`config.mk`:
```
export PLATFORM = sky130hd
export DESIGN_NAME = adc_control_clock_select
export DESIGN_NICKNAME = d
export VERILOG_FILES = /design/src/include/adc_ctrl_pkg.sv /design/src/rtl/adc_control_clock_select.sv /design/src/rtl/adc_result_store.sv
export SDC_FILE = /design/constraint.sdc
export NUM_CORES = 1
export LEC_CHECK = 0
export ABC_AREA = 1
export BUFFER_PORTS_ARGS = -buffer_cell sky130_fd_sc_hd__buf_2
export CAP_MARGIN = 10
export CORE_MARGIN = 2
export CORE_UTILIZATION = 40
export DETAILED_ROUTE_END_ITERATION = 8
export PLACE_DENSITY = 0.68
export SLEW_MARGIN = 20
export SYNTH_ARGS = -nofsm -noshare
export SYNTH_HDL_FRONTEND = slang
export SYNTH_SLANG_ARGS = --single-unit
export TNS_END_PERCENT = 5
```
`constraint.sdc`:
```
create_clock -name clock -period 3.4 [get_ports clock]
set_clock_uncertainty 0.15 [all_clocks]
set_input_delay 0 -clock clock [delete_from_list [all_inputs] [get_ports clock]]
set_output_delay 0 -clock clock [all_outputs]
set_load 0.02 [all_outputs]
```
`src/include/adc_ctrl_pkg.sv`:
```
/*
  Shared constants and carrier types for the converter control block:
  register offsets, field positions, reset values, sample timing and the
  APB and converter-core carrier structs.
  Assumes a 100 MHz register clock and a 32-bit APB master.
*/
package adc_ctrl_pkg;

  // ---------------------------------------------------------------
  // register map (byte addresses)
  // ---------------------------------------------------------------
  localparam logic [7:0] STATUS_CONTROL_OFFSET = 8'h00;
  localparam logic [7:0] RESULT_HIGH_OFFSET    = 8'h04;
  localparam logic [7:0] RESULT_LOW_OFFSET     = 8'h08;
  localparam logic [7:0] CLOCK_CONFIG_OFFSET   = 8'h0C;

  // ---------------------------------------------------------------
  // field positions
  // ---------------------------------------------------------------
  localparam int CHANNEL_LSB      = 0;    // status_control [4:0]
  localparam int CHANNEL_WIDTH    = 5;
  localparam int CONTINUOUS_BIT   = 5;    // status_control
  localparam int COMPLETE_BIT     = 7;    // status_control, read only
  localparam int CLOCK_SOURCE_BIT = 0;    // clock_config: 1 = async source
  localparam int MODE_10BIT_BIT   = 1;    // clock_config: 1 = 10-bit results
  localparam int LONG_SAMPLE_BIT  = 2;    // clock_config
  localparam int ASYNC_ENABLE_BIT = 3;    // clock_config
  localparam int DIVIDER_LSB      = 5;    // clock_config [6:5]
  localparam int DIVIDER_WIDTH    = 2;
  localparam int RESULT_WIDTH     = 10;
  localparam int HIGH_BITS        = 2;

  // ---------------------------------------------------------------
  // channel codes and reset values
  // ---------------------------------------------------------------
  localparam logic [4:0] CHANNEL_PORT_B_LINE0 = 5'h08;
  localparam logic [4:0] CHANNEL_PORT_B_LINE1 = 5'h09;
  localparam logic [4:0] CHANNEL_BANDGAP      = 5'h1A;
  localparam logic [4:0] CHANNEL_OFF          = 5'h1F;
  localparam logic [7:0] STATUS_RESET         = 8'h1F;
  localparam logic [7:0] CLOCK_RESET          = 8'h00;

  // ---------------------------------------------------------------
  // sample timing
  // ---------------------------------------------------------------
  localparam int CLOCK_PERIOD_NS   = 10;
  localparam int SHORT_SAMPLE_NS   = 40;
  localparam int LONG_SAMPLE_NS    = 200;
  localparam int SHORT_SAMPLE_CYCLES =
    (SHORT_SAMPLE_NS + CLOCK_PERIOD_NS - 1) / CLOCK_PERIOD_NS;
  localparam int LONG_SAMPLE_CYCLES =
    (LONG_SAMPLE_NS + CLOCK_PERIOD_NS - 1) / CLOCK_PERIOD_NS;

  // ---------------------------------------------------------------
  // carriers
  // ---------------------------------------------------------------
  typedef struct packed {
    logic        psel;
    logic        penable;
    logic        pwrite;
    logic [7:0]  paddr;
    logic [31:0] pwdata;
  } apb_req_type;

  typedef struct packed {
    logic        pready;
    logic        pslverr;
    logic [31:0] prdata;
  } apb_resp_type;

  typedef struct packed {
    logic       sample;          // track phase on the selected input
    logic       convert;         // successive approximation, held until done
    logic [4:0] channel;
    logic       mode_10bit;
    logic       ref_clock_async; // 0 = bus clock x4, 1 = local async source
    logic       run_in_stop;
    logic [1:0] divider;
  } core_ctrl_type;

  typedef enum logic [1:0] {IDLE, SAMPLING, CONVERTING} conv_state_type;

endpackage : adc_ctrl_pkg

```
`src/rtl/adc_control_clock_select.sv`:
```
/*
  Converter control: APB register slave, channel routing, reference
  clock choice, sample timing and result capture.
  Assumes an external converter core that answers each convert request
  with a one-cycle done strobe and a 10-bit value.
*/
// Design decisions made here: the APB interface to the registers and the address map.
// What this block does
// software picks 10-bit or 8-bit result width
// channel field also routes two port_b lines and bandgap
// selecting a channel never takes over the pin's digital function
// reference clock is bus clock x4 or local async source
// with async_clock_enable set, conversions continue through stop mode
// 10-bit results keep the top two bits in the high register
// long_sample_select lengthens sampling to save power
`timescale 1ns/1ps
module adc_control_clock_select
  import adc_ctrl_pkg::*;
(
  // clock and reset
  input  wire logic                    clock,
  input  wire logic                    rstn,
  // register bus
  input  wire apb_req_type             apb_req,
  output apb_resp_type                 apb_resp,
  // processor state
  input  wire logic                    cpu_stop,
  // converter core
  output core_ctrl_type                core_ctrl,
  input  wire logic                    core_done,
  input  wire logic [RESULT_WIDTH-1:0] core_data,
  // pin routing
  output logic      [1:0]              port_b_analog_select
);

  // ---------------------------------------------------------------
  // state
  // ---------------------------------------------------------------
  typedef struct packed {
    logic [7:0]     status_control;
    logic [7:0]     clock_config;
    logic           complete;
    conv_state_type phase;
    logic [7:0]     sample_count;
    logic [31:0]    prdata;
    logic           pslverr;
  } ctrl_type;

  ctrl_type   state;
  ctrl_type   next_state;
  logic [7:0] result_high;
  logic [7:0] result_low;

  // register decode for pslverr, which setup sets for reads and writes alike
  function automatic logic addr_mapped(input logic [7:0] addr);
    if (addr == STATUS_CONTROL_OFFSET) begin
      return 1'b1;
    end else if (addr == RESULT_HIGH_OFFSET) begin
      return 1'b1;
    end else if (addr == RESULT_LOW_OFFSET) begin
      return 1'b1;
    end else if (addr == CLOCK_CONFIG_OFFSET) begin
      return 1'b1;
    end else begin
      return 1'b0;
    end
  endfunction : addr_mapped

  logic       setup;
  logic       access_write;
  logic       frozen;
  logic [4:0] channel;
  logic       long_sample;
  logic       async_enable;

  assign setup        = apb_req.psel && !apb_req.penable;
  assign access_write = apb_req.psel && apb_req.penable && apb_req.pwrite;
  assign channel      = state.status_control[CHANNEL_LSB +: CHANNEL_WIDTH];
  assign long_sample  = state.clock_config[LONG_SAMPLE_BIT];
  assign async_enable = state.clock_config[ASYNC_ENABLE_BIT];
  // without the async source there is no clock in stop, so the sequence
  // simply holds where it is and resumes on wake
  assign frozen       = cpu_stop && !async_enable;

  // ---------------------------------------------------------------
  // next state
  // ---------------------------------------------------------------
  always_comb begin
    next_state = state;

    // read data is captured in the setup cycle so pready can stay high
    if (setup) begin
      next_state.pslverr = !addr_mapped(apb_req.paddr);
      next_state.prdata  = 32'h0000_0000;
      if (apb_req.paddr == STATUS_CONTROL_OFFSET) begin
        next_state.prdata[7:0] = state.status_control;
        next_state.prdata[COMPLETE_BIT] = state.complete;
      end else if (apb_req.paddr == RESULT_HIGH_OFFSET) begin
        next_state.prdata[7:0] = result_high;
      end else if (apb_req.paddr == RESULT_LOW_OFFSET) begin
        next_state.prdata[7:0] = result_low;
      end else if (apb_req.paddr == CLOCK_CONFIG_OFFSET) begin
        next_state.prdata[7:0] = state.clock_config;
      end
    end

    // conversion sequence
    if (!frozen) begin
      case (state.phase)
        IDLE: begin
          next_state.sample_count = 8'h00;
        end
        SAMPLING: begin
          next_state.sample_count = state.sample_count + 8'h01;
          // longer track time for low power, at the cost of throughput
          if (long_sample) begin
            if (state.sample_count == 8'(LONG_SAMPLE_CYCLES - 1)) begin
              next_state.phase = CONVERTING;
            end
          end else if (state.sample_count == 8'(SHORT_SAMPLE_CYCLES - 1)) begin
            next_state.phase = CONVERTING;
          end
        end
        CONVERTING: begin
          if (core_done) begin
            next_state.complete     = 1'b1;
            next_state.sample_count = 8'h00;
            if (state.status_control[CONTINUOUS_BIT]) begin
              next_state.phase = SAMPLING;
            end else begin
              next_state.phase = IDLE;
            end
          end
        end
        default: begin
          next_state.phase = IDLE;
        end
      endcase
    end

    // register writes; a write to status_control restarts a conversion unless its channel field is CHANNEL_OFF, which returns to IDLE
    if (access_write) begin
      if (apb_req.paddr == STATUS_CONTROL_OFFSET) begin
        next_state.status_control = {2'b00, apb_req.pwdata[5:0]};
        // a done in this same cycle still leaves complete set
        if (!(state.phase == CONVERTING && core_done && !frozen)) begin
          next_state.complete = 1'b0;
        end
        next_state.sample_count = 8'h00;
        if (apb_req.pwdata[4:0] == CHANNEL_OFF) begin
          next_state.phase = IDLE;
        end else begin
          next_state.phase = SAMPLING;
        end
      end else if (apb_req.paddr == CLOCK_CONFIG_OFFSET) begin
        next_state.clock_config = {1'b0, apb_req.pwdata[6:5], 1'b0,
                                   apb_req.pwdata[3:0]};
      end
    end
  end

  always_ff @(posedge clock or negedge rstn) begin
    if (!rstn) begin
      state                <= '0;
      state.status_control <= STATUS_RESET;
      state.clock_config   <= CLOCK_RESET;
      state.phase          <= IDLE;
    end else begin
      state <= next_state;
    end
  end

  // ---------------------------------------------------------------
  // result capture
  // ---------------------------------------------------------------
  adc_result_store u_result_store (
    .clock       (clock),
    .rstn        (rstn),
    .load        (state.phase == CONVERTING && core_done && !frozen),
    .mode_10bit  (state.clock_config[MODE_10BIT_BIT]),
    .data        (core_data),
    .result_high (result_high),
    .result_low  (result_low)
  );

  // ---------------------------------------------------------------
  // outputs
  // ---------------------------------------------------------------
  assign apb_resp.pready  = 1'b1;
  assign apb_resp.pslverr = state.pslverr && apb_req.psel && apb_req.penable;
  assign apb_resp.prdata  = state.prdata;

  // core controls
  assign core_ctrl.sample     = (state.phase == SAMPLING) && !frozen;
  assign core_ctrl.convert    = (state.phase == CONVERTING) && !frozen;
  assign core_ctrl.channel    = channel;
  assign core_ctrl.mode_10bit = state.clock_config[MODE_10BIT_BIT];
  // in stop only the local source runs, so it is forced when allowed
  assign core_ctrl.ref_clock_async =
    state.clock_config[CLOCK_SOURCE_BIT] || (cpu_stop && async_enable);
  assign core_ctrl.run_in_stop = async_enable;
  assign core_ctrl.divider    = state.clock_config[DIVIDER_LSB +: DIVIDER_WIDTH];

  // analog switch only; the port's digital path and direction stay with
  // the port logic, so software must make the pin an input itself
  assign port_b_analog_select[0] = (channel == CHANNEL_PORT_B_LINE0);
  assign port_b_analog_select[1] = (channel == CHANNEL_PORT_B_LINE1);

endmodule : adc_control_clock_select

```
`src/rtl/adc_result_store.sv`:
```
/*
  Result holder: splits a finished conversion into the high and low
  result bytes according to the result-width mode.
  Assumes the core delivers a 10-bit value with a one-cycle load strobe.
*/
`timescale 1ns/1ps
module adc_result_store
  import adc_ctrl_pkg::*;
(
  // clock and reset
  input  wire logic                    clock,
  input  wire logic                    rstn,
  // finished conversion
  input  wire logic                    load,
  input  wire logic                    mode_10bit,
  input  wire logic [RESULT_WIDTH-1:0] data,
  // stored result bytes
  output logic      [7:0]              result_high,
  output logic      [7:0]              result_low
);

  typedef struct packed {
    logic [7:0] high;
    logic [7:0] low;
  } store_type;

  store_type state;
  store_type next_state;

  // the mode is sampled with the data so a later mode change cannot
  // reinterpret a stored result
  always_comb begin
    next_state = state;
    if (load) begin
      if (mode_10bit) begin
        next_state.high = {6'h00, data[RESULT_WIDTH-1 -: HIGH_BITS]};
        next_state.low  = data[7:0];
      end else begin
        next_state.high = 8'h00;
        next_state.low  = data[RESULT_WIDTH-1 -: 8];
      end
    end
  end

  always_ff @(posedge clock or negedge rstn) begin
    if (!rstn) begin
      state <= '0;
    end else begin
      state <= next_state;
    end
  end

  assign result_high = state.high;
  assign result_low  = state.low;

endmodule : adc_result_store

```
==> run metrics <==
status=completed; Tightest Pin Transition=0.951 ns; critical path class=reg2reg; num rows=29; Synth area leader=dfrtp_1; clk sinks=42; die width=between 80 and 90 um; leakage power figure=1.65 nW; Root Driver=clkbuf_8; Gate power share=between 20% and 30%; CTS tree=yes; largest net degree at the start of global routing=43; Routed Antenna Nets=0; design area=between 3000 and 4000 um2; Post-synth EDFFs=0; CP top delay family=buffers and inverters; Initial DRC Count=about 140; Total GRT Usage=roughly 17%; Clock Power Share=between 20% and 30%; # setup viols final=0; global-route wire length before repair=10100 um; post-synthesis sequential area ratio=between 30% and 40%; Post-CTS Setup Inserts=0; fin crit share=74.3%; Sw Pwr=around 420 uW; Detailed Place HPWL=4380 um; Slew Limit Headroom=between 30% and 40%; worst vdd ir=~0.17 mV; Max FO, Critical Path=15; Resized Gates After CTS=0; Critical Path Sink Type=register; die area=7380 um2; final hold vios=0; core footprint=between 6000 and 7000 um2; CP startpoint kind=register; DRT Pass-1 Iters=4; Synth Register Bits=42; Seq pwr share=a little under half; CTS Buf Count=5; MaxCap Viol Count=0; Initial Util=about two fifths; post-synthesis async set-or-reset flop share=100%; RSZ-0062 raised after global routing=no; WP data arrival=about 2.6 ns; Int Power=approximately 960 uW; Avg Inst Size Synth=7.67 um2; nets=between 400 and 500; Syn-to-layout area delta=21.0%; layout cells sized above 1=22.9%; Distinct cells, synth=34; vias after detailed routing=roughly 2400; pwr/cell area=427 nW/um2; IO Pins=105; most frequent cell on the critical path=dlygate4sd3_1; Largest stage delay, worst path=between 0.5 and 0.6 ns; Synth Warn #=0; crit-path cells=nor2_4, nor3_4, nand2_4, clkinv_4, o211ai_1, dlygate4sd3_1, o21ai_1, dlygate4sd3_1; Post-Layout Cell Count=~500; initial antenna violation count=0; Wirelength per Cell=between 10 and 15 um; Reg clk slew, reported paths=about 0.080 ns; worst-case clock buffer depth=2; # DRC=0; Fillers=~620; most common flop cell mapped by yosys=dfrtp_1; post-DR vias/cell=roughly 4.7; Slowest-stage cell, CP=dlygate4sd3_1; Tmin final=approximately 2.5 ns; Final WS setup=~0.87 ns; Peak Freq=a little under 400 MHz; pre-CTS setup slack=1.86 ns; setup_tns=0 ns; clk_lat worst skew=roughly 0.3 ns; I/O Buffers=54; vias in the first global route=between 2000 and 2500; synthesized area=approximately 2700 um2; die height=85.9 um; required time worst endpoint=about 3.4 ns; placed instance area=~2800 um2; diode count=0; final WL=6170 um; grt ovf=0; Post-Synthesis Cells=350; Slew Viols, Final=0; H-tree Lvls=2; Sw Share=a little under a third; main area contributors after synthesis=dfrtp_1, buf_4, nand2_1; area share of the largest cell type after synthesis=~34%; Worst Path Buf+Inv=3; GPL Wtd Cong=roughly 0.87; min-delay worst type=in2reg; Post-Place Cells=457
-- registers in the layout, summed over array words and instances, names as in the netlist --
register and flops:
u_result_store.result_high 2, apb_resp 8, u_result_store.result_low 8, core_ctrl 9
state 14, long_sample 1
-- layout make-up --
type                       instances  area, um2  share of cell area (%)
sequential                        42       1060                    32.5
inverter                          50        198                    6.08
tap                               77       96.3                    2.96
timing repair buffer              90        631                    19.4
clock inverter                     3       43.8                    1.35
multi-input combinational        234       1150                    35.5
clock buffer                       5       68.8                    2.12
-- cell usage after synthesis, drive strengths merged, types with 2 or more instances --
cell type / count
a31oi: 2
a22oi: 3
dfstp: 5
dfrtp: 37
nand3: 25
a21oi: 11
nand2: 81
o22ai: 3
nor2: 37
o21ai: 33
conb: 2
buf: 46
o211ai: 5
inv: 48
nor3: 4
clkinv: 2
-- what timing repair did --
action                     in CTS  in global routing
hold endpoints to repair       69                  0
hold buffers                   36                  0
setup endpoints to repair       0                  0
-- cell families (layout without fill, tap and decap cells) --
| family | after synthesis | in the layout | synth area share (%) |
|---|---|---|---|
| simple gates | 149 | 149 | 25.9 |
| buf+inv | 97 | 148 | 20.8 |
| compound gates | 59 | 59 | 13.2 |
| flops | 42 | 42 | 39.4 |
| other cells | 2 | 25 | 0.280 |
| fa+ha+maj | 1 | 1 | 0.466 |
-- layout by cell type (no fill, tap or decap), types with 4 or more instances in the layout --
cell / instances
nand2_1: 75
buf_2: 54
inv_1: 44
dfrtp_1: 37
dlygate4sd3_1: 36
nor2_1: 30
conb_1: 25
nand3_1: 23
o21ai_0: 15
a21oi_1: 11
o21ai_1: 11
o21ai_2: 7
nor2_4: 5
o211ai_1: 5
clkbuf_8: 5
dfstp_2: 5
inv_2: 4
-- power by group through the flow --
stage / registers [mW] / logic (mW) / clock network (mW)
2_1_floorplan: 0.623 / 0.219 / 0
3_3_place_gp: 0.633 / 0.259 / 0
3_5_place_dp: 0.636 / 0.266 / 0
4_1_cts: 0.627 / 0.352 / 0.412
5_1_grt: 0.636 / 0.400 / 0.435
6_report: 0.627 / 0.356 / 0.404
-- stage by stage --
stage | util [%] | hold slack [ns] | power, mW
detailed placement | 43.2 | 0.0412 | 0.902
finish | 50.6 | 0.0566 | 1.39
global placement | 43.2 | 0.0430 | 0.892
floorplan | - | -0.446 | 0.842
global route | 50.6 | 0.0862 | 1.47
CTS | 50.6 | 0.0430 | 1.39
-- worst reg2reg max path, stage by stage (launching register included) --
cell	delay [ns]
dfrtp_1	0.46
nor2_4	0.21
nor3_4	0.07
nand2_4	0.11
clkinv_4	0.13
o211ai_1	0.11
dlygate4sd3_1	0.58
o21ai_1	0.05
dlygate4sd3_1	0.55
-- final timing paths --
kind | start | endpoint | slack [ns] | cells after the start
worst max-delay path | core_ctrl[2] | u_result_store.result_low[3] | 0.87 | 8
worst min-delay path | apb_req[36] | apb_resp[5] | 0.06 | 6
worst max register to register | core_ctrl[2] | u_result_store.result_low[3] | 0.87 | 8
worst min register to register | apb_resp[1] | apb_resp[1] | 0.34 | 2
max in group asynchronous | rstn | state[37] | 2.28 | 2
min in group asynchronous | rstn | state[34] | 0.22 | 2
-- layer usage --
layer | track usage (%) | wire (um) | part of all wire (%) | vias up
li1 | - | - | - | 1191
met1 | 22.5 | 2840 | 46 | 1084
met2 | 28.7 | 2830 | 46 | 89
met3 | 3.46 | 389 | 6.3 | 11
met4 | 5.92 | 105 | 1.7 | 0
met5 | 0 | 0 | 0 | -
(Power assumes the default switching activity.)
